--- src/common/drrs_pkg.sv ---
// Shared constants and carrier types for the dynamic RAM refresh sequencer
package drrs_pkg;

  // ==========================================================================
  // Refresh timing
  // ==========================================================================
  localparam int unsigned CYCLES_PER_REFRESH = 36;   // Machine cycles between refreshes
  localparam logic [5:0] ARM_COUNT = 6'h23;          // Count 35 arms the request
  localparam logic [5:0] COUNT_AFTER_REFRESH = 6'h01; // First count clocked at refresh end
  localparam int unsigned COLUMN_BITS = 5;           // Column address width
  localparam int unsigned COLUMN_COUNT = 32;         // Columns to walk per full pass
  localparam int unsigned RETENTION_US = 2000;       // Cell retention limit, 2 msec
  localparam int unsigned REFRESH_PERIOD_NS = 57600; // 57.6 usec between refreshes
  localparam int unsigned FULL_PASS_US = 1850;       // 1.85 msec for all columns

  // ==========================================================================
  // Register map (word aligned byte addresses)
  // ==========================================================================
  localparam logic [7:0] REG_CONTROL = 8'h00;
  localparam logic [7:0] REG_STATUS = 8'h04;
  localparam logic [7:0] REG_REFRESH_COUNT = 8'h08;

  // Control register fields
  localparam int unsigned CTRL_ENABLE_BIT = 0;
  localparam logic CTRL_ENABLE_RESET = 1'b1;

  // Status register fields
  localparam int unsigned STAT_ACTIVE_BIT = 0;
  localparam int unsigned STAT_SUSPEND_BIT = 1;
  localparam int unsigned STAT_PENDING_BIT = 2;
  localparam int unsigned STAT_FETCH_BLOCK_BIT = 3;
  localparam int unsigned STAT_COLUMN_LSB = 8;
  localparam int unsigned STAT_COUNT_LSB = 16;

  // ==========================================================================
  // Carrier types
  // ==========================================================================
  // CPU machine-cycle timing strobes, raw from the generator or gated to the CPU
  typedef struct packed {
    logic cycle_open_strobe;
    logic early_execute_strobe;
    logic main_execute_strobe;
    logic transfer_phase_strobe;
    logic address_latch_strobe;
    logic aux_write_strobe;
    logic device_strobe_phase;
    logic cycle_end_strobe;
  } drrs_strobes_t;

  // Memory clock phases used to build the three refresh clocks
  typedef struct packed {
    logic reset_phase;
    logic phase_one;
    logic phase_two;
  } drrs_phases_t;

endpackage : drrs_pkg

--- src/hw/drrs_refresh_sequencer.sv ---
// Refresh sequencer that steals one machine cycle for dynamic RAM refresh
`timescale 1ns/10ps

module drrs_refresh_sequencer #(
  parameter int unsigned COL_W = drrs_pkg::COLUMN_BITS
) (
  input wire logic ref_clk,
  input wire logic arst_n,
  input wire drrs_pkg::drrs_strobes_t raw_strobes,
  input wire logic cycle_tail_strobe,
  input wire logic fetch_latch_request,
  input wire drrs_pkg::drrs_phases_t ram_phases,
  input wire logic single_step,
  input wire logic halt_flag,
  input wire logic [COL_W-1:0] program_column,
  input wire logic [3:0] ram_write_select_in,
  input wire logic [7:0] reg_addr,
  input wire logic [31:0] reg_wdata,
  input wire logic reg_write,
  input wire logic reg_read,
  output drrs_pkg::drrs_strobes_t cpu_strobes,
  output logic fetch_latch_strobe,
  output logic ram_select_clear,
  output logic ram_select_gate,
  output logic [3:0] ram_write_select,
  output logic [COL_W-1:0] mem_column,
  output logic ram_clock_first,
  output logic ram_clock_second,
  output logic ram_clock_third,
  output logic ram_write_enable_n,
  output logic [31:0] reg_rdata
);

  // ==========================================================================
  // State
  // ==========================================================================
  logic [5:0] cycle_count_q;
  logic pending_q;
  logic refresh_q;
  logic suspend_q;
  logic fetch_block_q;
  logic [COL_W-1:0] column_q;
  logic enable_q;
  logic [15:0] refresh_total_q;
  logic resume_fetch_q;
  logic arm;
  logic open_armed;
  logic end_armed;
  logic end_refresh;
  logic tail_resume;

  // Decode of the arming count; gated by the software enable
  assign arm = enable_q && (cycle_count_q == drrs_pkg::ARM_COUNT);
  assign open_armed = raw_strobes.cycle_open_strobe && arm && !pending_q;
  assign end_armed = raw_strobes.cycle_end_strobe && pending_q;
  assign end_refresh = raw_strobes.cycle_end_strobe && refresh_q;
  assign tail_resume = cycle_tail_strobe && suspend_q && !refresh_q;

  // ==========================================================================
  // Machine-cycle counter
  // ==========================================================================
  // Raw end strobe is used, since the gated copy is dead during refresh
  always_ff @(posedge ref_clk or negedge arst_n) begin
    if (!arst_n) begin
      cycle_count_q <= 6'h00;
    end else if (end_armed) begin
      cycle_count_q <= 6'h00;
    end else if (end_refresh) begin
      cycle_count_q <= drrs_pkg::COUNT_AFTER_REFRESH;
    end else if (raw_strobes.cycle_end_strobe && cycle_count_q != drrs_pkg::ARM_COUNT) begin
      cycle_count_q <= cycle_count_q + 6'h01;
    end
  end

  // ==========================================================================
  // Refresh request, active and suspension flags
  // ==========================================================================
  // Pending is caught at the opening strobe of the armed cycle
  always_ff @(posedge ref_clk or negedge arst_n) begin
    if (!arst_n) begin
      pending_q <= 1'b0;
    end else if (open_armed) begin
      pending_q <= 1'b1;
    end else if (end_armed) begin
      pending_q <= 1'b0;
    end
  end

  // Refresh lasts exactly one stolen machine cycle
  always_ff @(posedge ref_clk or negedge arst_n) begin
    if (!arst_n) begin
      refresh_q <= 1'b0;
    end else if (end_armed) begin
      refresh_q <= 1'b1;
    end else if (end_refresh) begin
      refresh_q <= 1'b0;
    end
  end

  // Suspension outlives refresh until the following tail strobe
  always_ff @(posedge ref_clk or negedge arst_n) begin
    if (!arst_n) begin
      suspend_q <= 1'b0;
    end else if (end_armed) begin
      suspend_q <= 1'b1;
    end else if (tail_resume) begin
      suspend_q <= 1'b0;
    end
  end

  // Fetch stays blocked while single step or halt holds the CPU
  always_ff @(posedge ref_clk or negedge arst_n) begin
    if (!arst_n) begin
      fetch_block_q <= 1'b0;
    end else if (open_armed) begin
      fetch_block_q <= 1'b1;
    end else if (raw_strobes.main_execute_strobe && (refresh_q || !suspend_q)) begin
      fetch_block_q <= single_step || halt_flag;
    end
  end

  // ==========================================================================
  // Refresh column counter
  // ==========================================================================
  // Natural wrap of the five-bit counter gives the 32-column walk
  always_ff @(posedge ref_clk or negedge arst_n) begin
    if (!arst_n) begin
      column_q <= '0;
    end else if (end_refresh) begin
      column_q <= column_q + {{(COL_W-1){1'b0}}, 1'b1};
    end
  end

  // Running total of refreshes, visible to software
  always_ff @(posedge ref_clk or negedge arst_n) begin
    if (!arst_n) begin
      refresh_total_q <= 16'h0000;
    end else if (end_refresh) begin
      refresh_total_q <= refresh_total_q + 16'h0001;
    end
  end

  // ==========================================================================
  // Gated CPU timing strobes and fetch latch
  // ==========================================================================
  // Combinational gating keeps strobe timing unchanged outside suspension
  always_comb begin
    cpu_strobes = raw_strobes;
    if (suspend_q) begin
      cpu_strobes = '0;
    end
  end

  // Fetch latch strobe issued once at resume, or passed when not blocked
  always_ff @(posedge ref_clk or negedge arst_n) begin
    if (!arst_n) begin
      resume_fetch_q <= 1'b0;
    end else begin
      resume_fetch_q <= tail_resume && !fetch_block_q;
    end
  end

  assign fetch_latch_strobe = resume_fetch_q ||
                              (fetch_latch_request && !suspend_q && !fetch_block_q);

  // ==========================================================================
  // RAM side
  // ==========================================================================
  // Select latches cleared at the tail strobe that opens the refresh
  always_ff @(posedge ref_clk or negedge arst_n) begin
    if (!arst_n) begin
      ram_select_clear <= 1'b0;
    end else begin
      ram_select_clear <= cycle_tail_strobe && refresh_q;
    end
  end

  // Column mux and forced select; every RAM sees the same column
  always_ff @(posedge ref_clk or negedge arst_n) begin
    if (!arst_n) begin
      mem_column <= '0;
      ram_select_gate <= 1'b0;
      ram_write_select <= 4'h0;
    end else begin
      mem_column <= refresh_q ? column_q : program_column;
      ram_select_gate <= refresh_q;
      ram_write_select <= refresh_q ? 4'h0 : ram_write_select_in;
    end
  end

  // Three refresh clocks, registered to keep them glitch free
  always_ff @(posedge ref_clk or negedge arst_n) begin
    if (!arst_n) begin
      ram_clock_first <= 1'b0;
      ram_clock_second <= 1'b0;
      ram_clock_third <= 1'b0;
      ram_write_enable_n <= 1'b1;
    end else begin
      ram_clock_first <= refresh_q && ram_phases.reset_phase;
      ram_clock_second <= refresh_q && ram_phases.phase_one;
      ram_clock_third <= refresh_q && ram_phases.phase_two;
      ram_write_enable_n <= !(refresh_q && ram_phases.phase_two);
    end
  end

  // ==========================================================================
  // Register port
  // ==========================================================================
  // Disabling refresh risks data loss; it exists for bring-up only
  always_ff @(posedge ref_clk or negedge arst_n) begin
    if (!arst_n) begin
      enable_q <= drrs_pkg::CTRL_ENABLE_RESET;
    end else if (reg_write && reg_addr == drrs_pkg::REG_CONTROL) begin
      enable_q <= reg_wdata[drrs_pkg::CTRL_ENABLE_BIT];
    end
  end

  // Read data stands only in the cycle after the strobe; unmapped reads zero
  always_ff @(posedge ref_clk or negedge arst_n) begin
    if (!arst_n) begin
      reg_rdata <= 32'h00000000;
    end else begin
      reg_rdata <= 32'h00000000;
      if (reg_read) begin
        case (reg_addr)
          drrs_pkg::REG_CONTROL: begin
            reg_rdata[drrs_pkg::CTRL_ENABLE_BIT] <= enable_q;
          end
          drrs_pkg::REG_STATUS: begin
            reg_rdata[drrs_pkg::STAT_ACTIVE_BIT] <= refresh_q;
            reg_rdata[drrs_pkg::STAT_SUSPEND_BIT] <= suspend_q;
            reg_rdata[drrs_pkg::STAT_PENDING_BIT] <= pending_q;
            reg_rdata[drrs_pkg::STAT_FETCH_BLOCK_BIT] <= fetch_block_q;
            reg_rdata[drrs_pkg::STAT_COLUMN_LSB +: COL_W] <= column_q;
            reg_rdata[drrs_pkg::STAT_COUNT_LSB +: 6] <= cycle_count_q;
          end
          drrs_pkg::REG_REFRESH_COUNT: begin
            reg_rdata[15:0] <= refresh_total_q;
          end
          default: begin
            reg_rdata <= 32'h00000000;
          end
        endcase
      end
    end
  end

  // ==========================================================================
  // Assertions
  // ==========================================================================
  property p_count_bound;
    @(posedge ref_clk) disable iff (!arst_n)
      cycle_count_q <= drrs_pkg::ARM_COUNT;
  endproperty
  a_count_bound: assert property (p_count_bound) else $error("cycle count passed arm value");

  property p_arm_open;
    @(posedge ref_clk) disable iff (!arst_n)
      (raw_strobes.cycle_open_strobe && enable_q && cycle_count_q == drrs_pkg::ARM_COUNT &&
       !pending_q)
      |=> (pending_q && fetch_block_q && !fetch_latch_strobe);
  endproperty
  a_arm_open: assert property (p_arm_open) else $error("armed open did not block fetch");

  property p_refresh_start;
    @(posedge ref_clk) disable iff (!arst_n)
      (raw_strobes.cycle_end_strobe && pending_q)
      |=> (refresh_q && suspend_q && cycle_count_q == 6'h00);
  endproperty
  a_refresh_start: assert property (p_refresh_start) else $error("refresh did not start");

  property p_column_source;
    @(posedge ref_clk) disable iff (!arst_n)
      refresh_q |=> (mem_column == $past(column_q) && ram_select_gate);
  endproperty
  a_column_source: assert property (p_column_source) else $error("column not from counter");

  property p_strobes_dead;
    @(posedge ref_clk) disable iff (!arst_n)
      (refresh_q || suspend_q) |-> (cpu_strobes == '0);
  endproperty
  a_strobes_dead: assert property (p_strobes_dead) else $error("strobe leaked in refresh");

  property p_select_clear;
    @(posedge ref_clk) disable iff (!arst_n)
      (cycle_tail_strobe && refresh_q) |=> ram_select_clear;
  endproperty
  a_select_clear: assert property (p_select_clear) else $error("select latches not cleared");

  property p_second_clock;
    @(posedge ref_clk) disable iff (!arst_n)
      (refresh_q && ram_phases.phase_one) |=> ram_clock_second;
  endproperty
  a_second_clock: assert property (p_second_clock) else $error("second clock missing");

  property p_third_write;
    @(posedge ref_clk) disable iff (!arst_n)
      ram_clock_third |-> (!ram_write_enable_n && ram_write_select == 4'h0);
  endproperty
  a_third_write: assert property (p_third_write) else $error("write enable wrong on third");

  property p_refresh_end;
    @(posedge ref_clk) disable iff (!arst_n)
      (raw_strobes.cycle_end_strobe && refresh_q)
      |=> (!refresh_q && cycle_count_q == drrs_pkg::COUNT_AFTER_REFRESH &&
           column_q == $past(column_q) + {{(COL_W-1){1'b0}}, 1'b1});
  endproperty
  a_refresh_end: assert property (p_refresh_end) else $error("refresh end step wrong");

  property p_resume;
    @(posedge ref_clk) disable iff (!arst_n)
      (cycle_tail_strobe && suspend_q && !refresh_q && !fetch_block_q)
      |=> (!suspend_q && fetch_latch_strobe);
  endproperty
  a_resume: assert property (p_resume) else $error("no resume or fetch after refresh");

endmodule : drrs_refresh_sequencer

--- config.mk ---
export PLATFORM = sky130hd
export DESIGN_NAME = drrs_refresh_sequencer
export DESIGN_NICKNAME = d
export VERILOG_FILES = /design/src/common/drrs_pkg.sv /design/src/hw/drrs_refresh_sequencer.sv
export SDC_FILE = /design/constraint.sdc
export NUM_CORES = 1
export LEC_CHECK = 0
export ABC_AREA = 0
export BUFFER_PORTS_ARGS = -buffer_cell sky130_fd_sc_hd__buf_2
export CORE_UTILIZATION = 45
export DETAILED_ROUTE_END_ITERATION = 10
export GPL_ROUTABILITY_DRIVEN = 0
export PLACE_DENSITY = 0.74
export SETUP_SLACK_MARGIN = 0.4
export SYNTH_ARGS = -nofsm -noshare
export SYNTH_HDL_FRONTEND = slang
export SYNTH_SLANG_ARGS = --single-unit
--- constraint.sdc ---
create_clock -name ref_clk -period 2.4 [get_ports ref_clk]
set_input_delay 0.48 -clock ref_clk [delete_from_list [all_inputs] [get_ports ref_clk]]
set_output_delay 0.48 -clock ref_clk [all_outputs]
set_load 0.02 [all_outputs]
# Yosys cells after proc, flatten, opt, wreduce, memory -nomap -nowiden
# Index checks and enable logic that the tools add are counted.
# op_classes
n_eq_ne,4
n_reduce_logical,31
n_addsub,3
muxes,21
# ops
op,count
2-to-1 mux 6 bit,4
2-to-1 mux 22 bit,1
logical AND 1 bit,17
"adder 16 x 1 -> 16 bit, second input constant",1
case mux 5 bit (2 select lines),1
"equality test 8 x 3 -> 1 bit, second input constant",1
"equality test 8 x 4 -> 1 bit, second input constant",1
logical NOT 8 bit,1
2-to-1 mux 1 bit,8
2-to-1 mux 4 bit,2
2-to-1 mux 8 bit,1
nonzero test 2 bit,4
"adder 6 x 1 -> 6 bit, second input constant",1
"equality test 6 bit, second input constant",1
"inequality test 6 bit, second input constant",1
case mux 3 bit (2 select lines),1
"adder 5 x 1 -> 5 bit, second input constant",1
logical NOT 1 bit,5
2-to-1 mux 5 bit,1
logical OR 1 bit,3
2-to-1 mux 3 bit,1
case mux 1 bit (3 select lines),1
nonzero test 3 bit,1
# totals
in_bits,68
out_inout_bits,56
regBits,80
wordCells,77

# Depth between registers and ports, before layout
# Gate-level depths: netlist of the first run.
# depth
word_depth,5
ltp_mapped,5
ltp_nobuf,5

# Worst setup path before layout of the first run
# Ideal clock, no wire load.
# synth_path
path_kind,input port to flip-flop
start,input port reg_addr[5]
end,register enable_q
setup_ns,0.085
slack_ns,0.768
path_buffers,0
required_time_ns,2.315
path_stages,4
arrival_time_ns,1.548
path_cell_list,or4_4 nor3_4 nand3_1 mux2_1
# synth_via
elab_chain_cells,2
# synth_lines
element,line_no,rtl
"start, declared",drrs_refresh_sequencer.sv:17,"input wire logic [7:0] reg_addr,"
logical NOT 8 bit,drrs_refresh_sequencer.sv:213,end else if (reg_write && reg_addr == drrs_pkg::REG_CONTROL) begin
logical AND 1 bit,drrs_refresh_sequencer.sv:213,
"end signal, assigned",drrs_refresh_sequencer.sv:212,enable_q <= drrs_pkg::CTRL_ENABLE_RESET;
"end signal, assigned",drrs_refresh_sequencer.sv:214,enable_q <= reg_wdata[drrs_pkg::CTRL_ENABLE_BIT];
"end, declared",drrs_refresh_sequencer.sv:43,logic enable_q;
# No other way between the ends.
# A chain may end at the register's enable or synchronous reset.

# Worst setup path in the final report of the first run
# layout_path
start,register suspend_q
end,output port fetch_latch_strobe
# layout_via
elab_chain_cells,4
# layout_lines
element,line_no,rtl
"start, declared",drrs_refresh_sequencer.sv:40,logic suspend_q;
"start signal, assigned",drrs_refresh_sequencer.sv:103,suspend_q <= 1'b0;
"start signal, assigned",drrs_refresh_sequencer.sv:105,suspend_q <= 1'b1;
"start signal, assigned",drrs_refresh_sequencer.sv:107,suspend_q <= 1'b0;
logical NOT 1 bit,drrs_refresh_sequencer.sv:164,(fetch_latch_request && !suspend_q && !fetch_block_q);
logical AND 1 bit (2 in a row),drrs_refresh_sequencer.sv:164,
logical OR 1 bit,drrs_refresh_sequencer.sv:163,assign fetch_latch_strobe = resume_fetch_q ||
"end, declared",drrs_refresh_sequencer.sv:22,"output logic fetch_latch_strobe,"
# No other way between the ends.

==> results.toml, run 1 <==
[run_status]
status = "finished clean"

[placement]
hpwl_mm = 3.87
dpl.cell_count = 405
numPortBuffers = 82
dpl_cell_area_um2 = 3370
dp_slack_ps = 421

[die]
rows = 28
initial_core_util = 0.480
core_area_um2 = 6060
ios = 124
die_h_um = 82.4
die-area_um2 = 6790
die_width_um = 82.4

[finish]
register_area_um2 = 1750
multiInputGateArea_um2 = 1050
final_layout_size_suffix_gt1_frac = 0.324
diodes = 0
final_net_count = 412
fin_area_um2 = 3560
area_growth_syn_to_layout_pct = 22.4
nFillCells = 509
stdcell_count = 421

[drt]
routed_via_density = 4.93
wl_per_cell_um = 12.9
postRouteAntennaNets = 0
firstDrtPassIters = 4
drc_errors = 0
drt_iter0_markers = 103
wirelength_mm = 5.42
vias = 2074

[yosys]
synth_common_cells = "dfrtp_1, nor2_1, nand2_1, and3_1"
synth-async-reset-ratio = 1.00
synth_area_leader_cell = "dfrtp_1"
synth_top_family_by_area = "simple AND/OR/NAND/NOR gates"
synth_edf_count = 0
synth_mux_area_frac = 0.0301
ys_seq_area_frac = 0.603
ys_types = 34
avgSynthCellArea_um2 = 11.5
ys_ff_latch = 70
synth-adder-area-share = 0.0129
ys.warnings.count = 0
ys_top_cells_by_area = "dfrtp_1, xnor2_1, and3_1"
syn_area_um2 = 2910
yosys.area.top_type_share = 0.585
synth_compound_area_frac = 0.0430
ys.flop_type = "dfrtp_1"
synth-xor-area-share = 0.0693
synth_simple_gate_area_share = 0.191
synthCells = 253
yosysMostFrequentCell = "dfrtp_1"

[global_route]
grt_start_max_net_pins = 33
gr-total-overflow = 0
grtUsageTotal = 0.175
grt_pass1_wl_mm = 8.50
grt_pass1_vias = 1850
antenna_found_initial = 0

[worst_setup_path]
cpPeakStageDelay_ps = 580
crit_chain = "nor2_1, a21o_1, buf_2"
cp_max_fo = 12
critPathKind = "flip-flop to output pin"
required_ps = 1920
critPathLaunchType = "flip-flop"
worstPathArrival_ps = 1300
worst_path_max_delay_cell = "dfrtp_1"
worstSetupEndpointType = "output pin"

[clock_network]
cts.clk_slew.worst_paths_ps = 70
cts_tree = "yes"
hold_buffers = 0
cts_buffers = 9
ctsLongestPathBuffers = 2
insertion_delay_ps = 330
cts_root_buffer = "clkbuf_8"
clock-sinks = 70
postCtsSetupBuffers = 0
htreeDepth = 3

[power_and_ir_drop]
pwr_density_cell_nw_per_um2 = 692
finalPower_w = 0.00246
vdd_drop_max_v = 0.000358
leakage_nw = 1.87

[sta]
fin_tns_setup_ps = 0
max_freq_ghz = 0.562
setup_violations = 0
fin_crit_sh = 0.742
worst_slack_ps = 620
min_period_ps = 1780
rsz0062_at_grt = "no"
max_slew_margin = 0.335
report.final.slew_viol_count = 0
finClkSkew_ps = 9.70
finalHoldViolations = 0
tightest_slew_ps = 995

[min_path]
hp-class = "input pin to asynchronous set/reset pin"

[flow_run]
max-cap-violations = 0
==> what timing repair did <==
item,CTS,global route
hold endpoints to repair,0,0
endpoints found under the setup margin,0,2
resized for setup,0,1
==> state kept, by name (all words and copies together) (netlist names), 4 cells and up <==
| name | count |
|---|---|
| ram_write_select | 4 |
| column_q | 5 |
| reg_rdata | 22 |
| cycle_count_q | 6 |
| mem_column | 5 |
| refresh_total_q | 16 |
==> worst paths after layout <==
path | startpoint | to | slack [ps] | cells past startpoint
max | suspend_q | fetch_latch_strobe | 620 | 3
min | arst_n | cycle_count_q[2] | 170 | 1
max reg2reg | refresh_q | refresh_total_q[15] | 700 | 4
min reg2reg | refresh_total_q[15] | refresh_total_q[15] | 470 | 1
max in group asynchronous | arst_n | refresh_total_q[3] | 1620 | 2
min in group ref_clk | ram_phases[0] | ram_write_enable_n | 290 | 2
==> cells in the final DEF, fill, tap and decap left out, types with 9 or more instances in the layout <==
cell / n
nor2_1: 22
clkbuf_8: 12
conb_1: 10
dfrtp_1: 68
nand2_1: 20
buf_2: 82
nor2b_1: 15
xnor2_1: 15
nand3_1: 9
and3_1: 16
nand4_1: 9
==> layout make-up <==
| class | instances | area share |
|---|---|---|
| Clock buffer | 15 | 0.0496 |
| Clock inverter | 1 | 0.00141 |
| Inverter | 7 | 0.00738 |
| Multi-Input combinational cell | 167 | 0.295 |
| Sequential cell | 70 | 0.493 |
| Tap cell | 75 | 0.0264 |
| Timing Repair Buffer | 86 | 0.127 |
==> critical path: cells and delay by family, from the launching register on <==
kind	cells	cell delay, ps
compound gates	1	180
flops	1	580
buf+inv	1	150
simple gates	1	70
==> metrics by stage <==
step                 util  hold WS, ps
finish              0.587          169
global route        0.587          210
CTS                 0.586          179
detailed placement  0.556          462
global placement    0.556          454
floorplan               -          184
==> report_power, final <==
group	switching, W	total [W]	internal [W]
clock	0.000389	0.000849	0.000460
combinational	0.000149	0.000270	0.000120
sequential	0.0000903	0.00134	0.00125
total	0.000628	0.00246	0.00183
==> routing by layer <==
| layer | track usage | part of all wire |
|---|---|---|
| met3 | 0.0495 | 0.062 |
| met2 | 0.262 | 0.46 |
| met1 | 0.232 | 0.46 |
| met4 | 0.0860 | 0.017 |
| met5 | 0 | 0 |
==> cells by family after synthesis <==
logic type / Yosys count
other: 1
muxes: 8
xor gates and xnor gates: 23
AOI/OAI and AO/OA: 19
buffers and inverters: 25
and+or+nand+nor: 104
adders and majority gates: 3
DFF: 70
No activity file was read; power rests on OpenSTA's default activity.
==> inputs of run 2 (changes only) <==
- clock period: 2.4 -> 1.9 ns (I/O delays scaled with it)
==> results.toml, run 2 (synthesized netlist as in run 1, its figures left out) <==
[die]
die_h_um = 82.4
die_width_um = 82.4
die-area_um2 = 6790
rows = 28
core_area_um2 = 6060
initial_core_util = 0.480
ios = 124

[drt]
wirelength_mm = 5.97
drt_iter0_markers = 127
postRouteAntennaNets = 0
routed_via_density = 5.01
drc_errors = 0
wl_per_cell_um = 13.8
firstDrtPassIters = 4
vias = 2163

[flow_run]
max-cap-violations = 0

[worst_setup_path]
worst-path-buf-inv = 2
critPathKind = "flip-flop to output pin"
worstPathArrival_ps = 1200
crit_chain = "buf_6, nor2_2, a21o_1, buf_6"
critPathTopFamily = "flip-flops"
critPathLaunchType = "flip-flop"
reg2reg_setup_slack_ps = 450
worstSetupEndpointType = "output pin"
cp_max_fo = 6
crit_top_cell = "buf_6"
worst_path_max_delay_cell = "dfrtp_2"
cpPeakStageDelay_ps = 420
required_ps = 1520

[finish]
most-common-layout-cells = "buf_2, dfrtp_1, nor2_1"
stdcell_count = 432
top_regs = "reg_rdata x22, refresh_total_q x16, cycle_count_q x6"
area_growth_syn_to_layout_pct = 30.5
top_register = "reg_rdata"
final_net_count = 423
diodes = 0
register_area_um2 = 1760
final_layout_size_suffix_gt1_frac = 0.375
final_common_cell = "buf_2"
multiInputGateArea_um2 = 1100
largest_reg_flops = 22
nFillCells = 496

[global_route]
grt_pass1_wl_mm = 9.42
grt_start_max_net_pins = 71
antenna_found_initial = 0
grtUsageTotal = 0.193
gr-total-overflow = 0
grt_pass1_vias = 2028

[sta]
whs_ps = 48.6
tightest_slew_ps = 593
fin_crit_sh = 0.831
fin_tns_setup_ps = 0
finClkSkew_ps = 11.0
finalHoldViolations = 0
setup_violations = 0
rsz0062_at_grt = "yes"
max_freq_ghz = 0.634
report.final.slew_viol_count = 0
max_slew_margin = 0.603
min_period_ps = 1580

[power_and_ir_drop]
leakage_nw = 1.99
vdd_drop_max_v = 0.000621
pwr_density_cell_nw_per_um2 = 943

[placement]
hpwl_mm = 3.81
dpl.cell_count = 406
numPortBuffers = 82

[clock_network]
ctsLongestPathBuffers = 2
insertion_delay_ps = 350
hold_buffers = 0
cts_root_buffer = "clkbuf_8"
cts_tree = "yes"
cts_buffers = 9
clock-sinks = 70
htreeDepth = 3
cts.clk_slew.worst_paths_ps = 70

[min_path]
hp-class = "input pin to asynchronous set/reset pin"

[run_status]
status = "finished clean"
-- run 2: final cells by class --
cell class              count  area share
flip-flops and latches     70       0.463
repair buffers             97       0.150
well taps                  75      0.0247
multi-input cells         167       0.290
inverters                   7     0.00693
clock inverters             5      0.0280
clock buffers              11      0.0373
-- run 2: timing repair --
| action | CTS | global route |
|---|---|---|
| setup endpoints to repair | 15 | 19 |
| setup buffers | 4 | 6 |
| gates cloned | 0 | 0 |
| pin swaps | 3 | 6 |
| resized for setup | 17 | 12 |
-- run 2: path summary, 6_finish.rpt --
path,start,endpoint,depth (start not counted)
worst max-delay path,suspend_q,fetch_latch_strobe,4
worst min-delay path,arst_n,reg_rdata[21],2
worst max register to register,cycle_count_q[0],cycle_count_q[0],4
worst min register to register,refresh_total_q[15],refresh_total_q[15],1
max in group asynchronous,arst_n,ram_write_enable_n,2
min in group ref_clk,ram_phases[0],ram_write_enable_n,2
-- run 2: metrics by stage --
step                worst slack, ps  power (W)  cell area [µm²]   util
floorplan                       369    0.00193             2940      -
CTS                             304    0.00357             3710  0.612
detailed placement              145    0.00207             3380  0.558
finish                          322    0.00358             3790  0.626
global route                    273    0.00374             3790  0.626
global placement                181    0.00205             3380  0.558
-- run 2: worst reg2reg max path, cell delays in order, from the launching register on --
cell and delay [ps]:
dfrtp_1 480, ha_1 250, and3_1 280, mux2i_1 240, a21oi_1 90
-- run 2: where the power goes --
group          leakage, nW  internal [W]  switching, W
clock network        0.120      0.000913      0.000566
logic                0.942      0.000188      0.000211
registers            0.923       0.00158      0.000118
-- run 2: per-layer routing --
metal,share of wire,track usage,vias up
met5,0,0,-
met4,0.021,0.109,0
met2,0.49,0.304,83
met1,0.43,0.246,1038
li1,-,-,1032
met3,0.054,0.0418,10
==> inputs of run 3 (changes only) <==
- clock period: 1.9 -> 1.6 ns (I/O delays scaled with it)
==> results.toml, run 3 (synthesized netlist as in run 1, its figures left out) <==
[die]
rows = 28
core_area_um2 = 6060
die_width_um = 82.4
ios = 124
die-area_um2 = 6790
initial_core_util = 0.480
die_h_um = 82.4

[finish]
diodes = 0
largest_reg_flops = 22
final_layout_size_suffix_gt1_frac = 0.518
top_register = "reg_rdata"
final_common_cell = "dfrtp_1"
most-common-layout-cells = "dfrtp_1, buf_2, buf_6, buf_4, nand2_1"
final_net_count = 450
top_regs = "reg_rdata x22, refresh_total_q x16, cycle_count_q x6"
fin_area_um2 = 4440
area_growth_syn_to_layout_pct = 52.8

[worst_setup_path]
required_ps = 1280
critPathKind = "flip-flop to output pin"
crit_top_cell = "buf_6"
crit_chain = "buf_6, nor2_4, a21o_1, buf_6"
worstPathArrival_ps = 1180
worst_path_max_delay_cell = "dfrtp_1"
worstSetupEndpointType = "output pin"
cpPeakStageDelay_ps = 390
critPathLaunchType = "flip-flop"
cp_max_fo = 7

[power_and_ir_drop]
pwr_density_cell_nw_per_um2 = 1010
vdd_drop_max_v = 0.000605
p_int_w = 0.00330
p_comb_frac = 0.165
swShare = 0.264
finalPower_w = 0.00448
clockPowerShare = 0.388
p_switching_w = 0.00118
seq_power_share = 0.448
leakage_nw = 2.21

[sta]
fin_crit_sh = 0.935
min_period_ps = 1500
max_freq_ghz = 0.668
finalHoldViolations = 26
finClkSkew_ps = 6.50
whs_ps = -8.64
report.final.slew_viol_count = 0
rsz0062_at_grt = "yes"
max_slew_margin = 0.604
tightest_slew_ps = 591
setup_violations = 0

[drt]
drc_errors = 0
drt_iter0_markers = 177
wirelength_mm = 7.43
postRouteAntennaNets = 0
routed_via_density = 5.16
firstDrtPassIters = 4
wl_per_cell_um = 16.2
vias = 2367

[clock_network]
cts.clk_slew.worst_paths_ps = 80
cts_root_buffer = "clkbuf_8"
cts_tree = "yes"
ctsLongestPathBuffers = 2
htreeDepth = 3
insertion_delay_ps = 340
cts_buffers = 9
clock-sinks = 70

[global_route]
grt_pass1_vias = 2168
grtUsageTotal = 0.210
antenna_found_initial = 0
grt_start_max_net_pins = 71
gr-total-overflow = 0
grt_pass1_wl_mm = 10.3

[min_path]
hp-class = "input pin to asynchronous set/reset pin"

[placement]
dpl_cell_area_um2 = 3470
numPortBuffers = 82
hpwl_mm = 3.94

[run_status]
violations = "negative hold slack"
status = "finished with violations"

[flow_run]
max-cap-violations = 0
[run 3: changes by cell type in the layout (fill, tap and decap cells not counted), sizes merged]
cell,previous run,this run
and2,4,5
buf,97,121
clkbuf,11,10
clkinv,0,2
clkinvlp,1,2
inv,8,7
nand2,20,21
[run 3: area by class of cell]
cell class                 instances  area (µm²)
tap                               75        93.8
multi-input combinational        169        1350
timing repair buffer             122         967
inverter                           7        26.3
clock buffer                       9         124
fill                             384        1620
sequential                        70        1760
clock inverter                     7         123
[run 3: per-stage QoR]
step | TNS, ps | setup slack (ps) | utilization | std cells
final | 0 | 104 | 0.733 | 459
after global routing | 0 | 52.3 | 0.733 | 459
after CTS | 0 | 81.9 | 0.660 | 441
after detailed placement | -97.0 | -34.7 | 0.572 | 406
after global placement | -42.7 | -17.3 | 0.572 | 406
after floorplan | 0 | 129 | - | 262
[run 3: final timing paths]
| kind | startpoint | endpoint | slack (ps) | cells after the start |
|---|---|---|---|---|
| max | suspend_q | fetch_latch_strobe | 100 | 4 |
| min | arst_n | reg_rdata[0] | -9 | 2 |
| max reg2reg | refresh_total_q[1] | refresh_total_q[12] | 180 | 5 |
| min reg2reg | refresh_total_q[15] | refresh_total_q[15] | 480 | 1 |
| max in group asynchronous | arst_n | refresh_total_q[0] | 1300 | 2 |
| min in group ref_clk | ram_phases[0] | ram_write_enable_n | 120 | 2 |
[run 3: power by group through the flow]
stage               sequential, W  combinational [W]  clock, W
finish                    0.00200           0.000738   0.00174
global route              0.00202           0.000806   0.00184
CTS                       0.00199           0.000618   0.00176
detailed placement        0.00206           0.000423         0
global placement          0.00205           0.000405         0
floorplan                 0.00203           0.000278         0
[run 3: worst max-delay path, delay by kind of cell (launching register included)]
family                 cells  cell delay (ps)
buffers and inverters      2              260
AOI/OAI and AO/OA          1              120
and+or+nand+nor            1               70
DFF                        1              390
[run 3: per-layer routing]
metal,track usage,share of wire,up-vias
li1,-,-,1089
met4,0.100,0.017,0
met3,0.0363,0.055,11
met2,0.352,0.52,96
met5,0,0,-
met1,0.264,0.41,1171
[run 3: timing repair]
| item | CTS | global route |
|---|---|---|
| gates cloned | 1 | 2 |
| setup endpoints to repair | 67 | 77 |
| resized for setup | 45 | 77 |
| hold buffers | 0 | 0 |
| setup buffers | 18 | 16 |
| pin swaps | 14 | 31 |
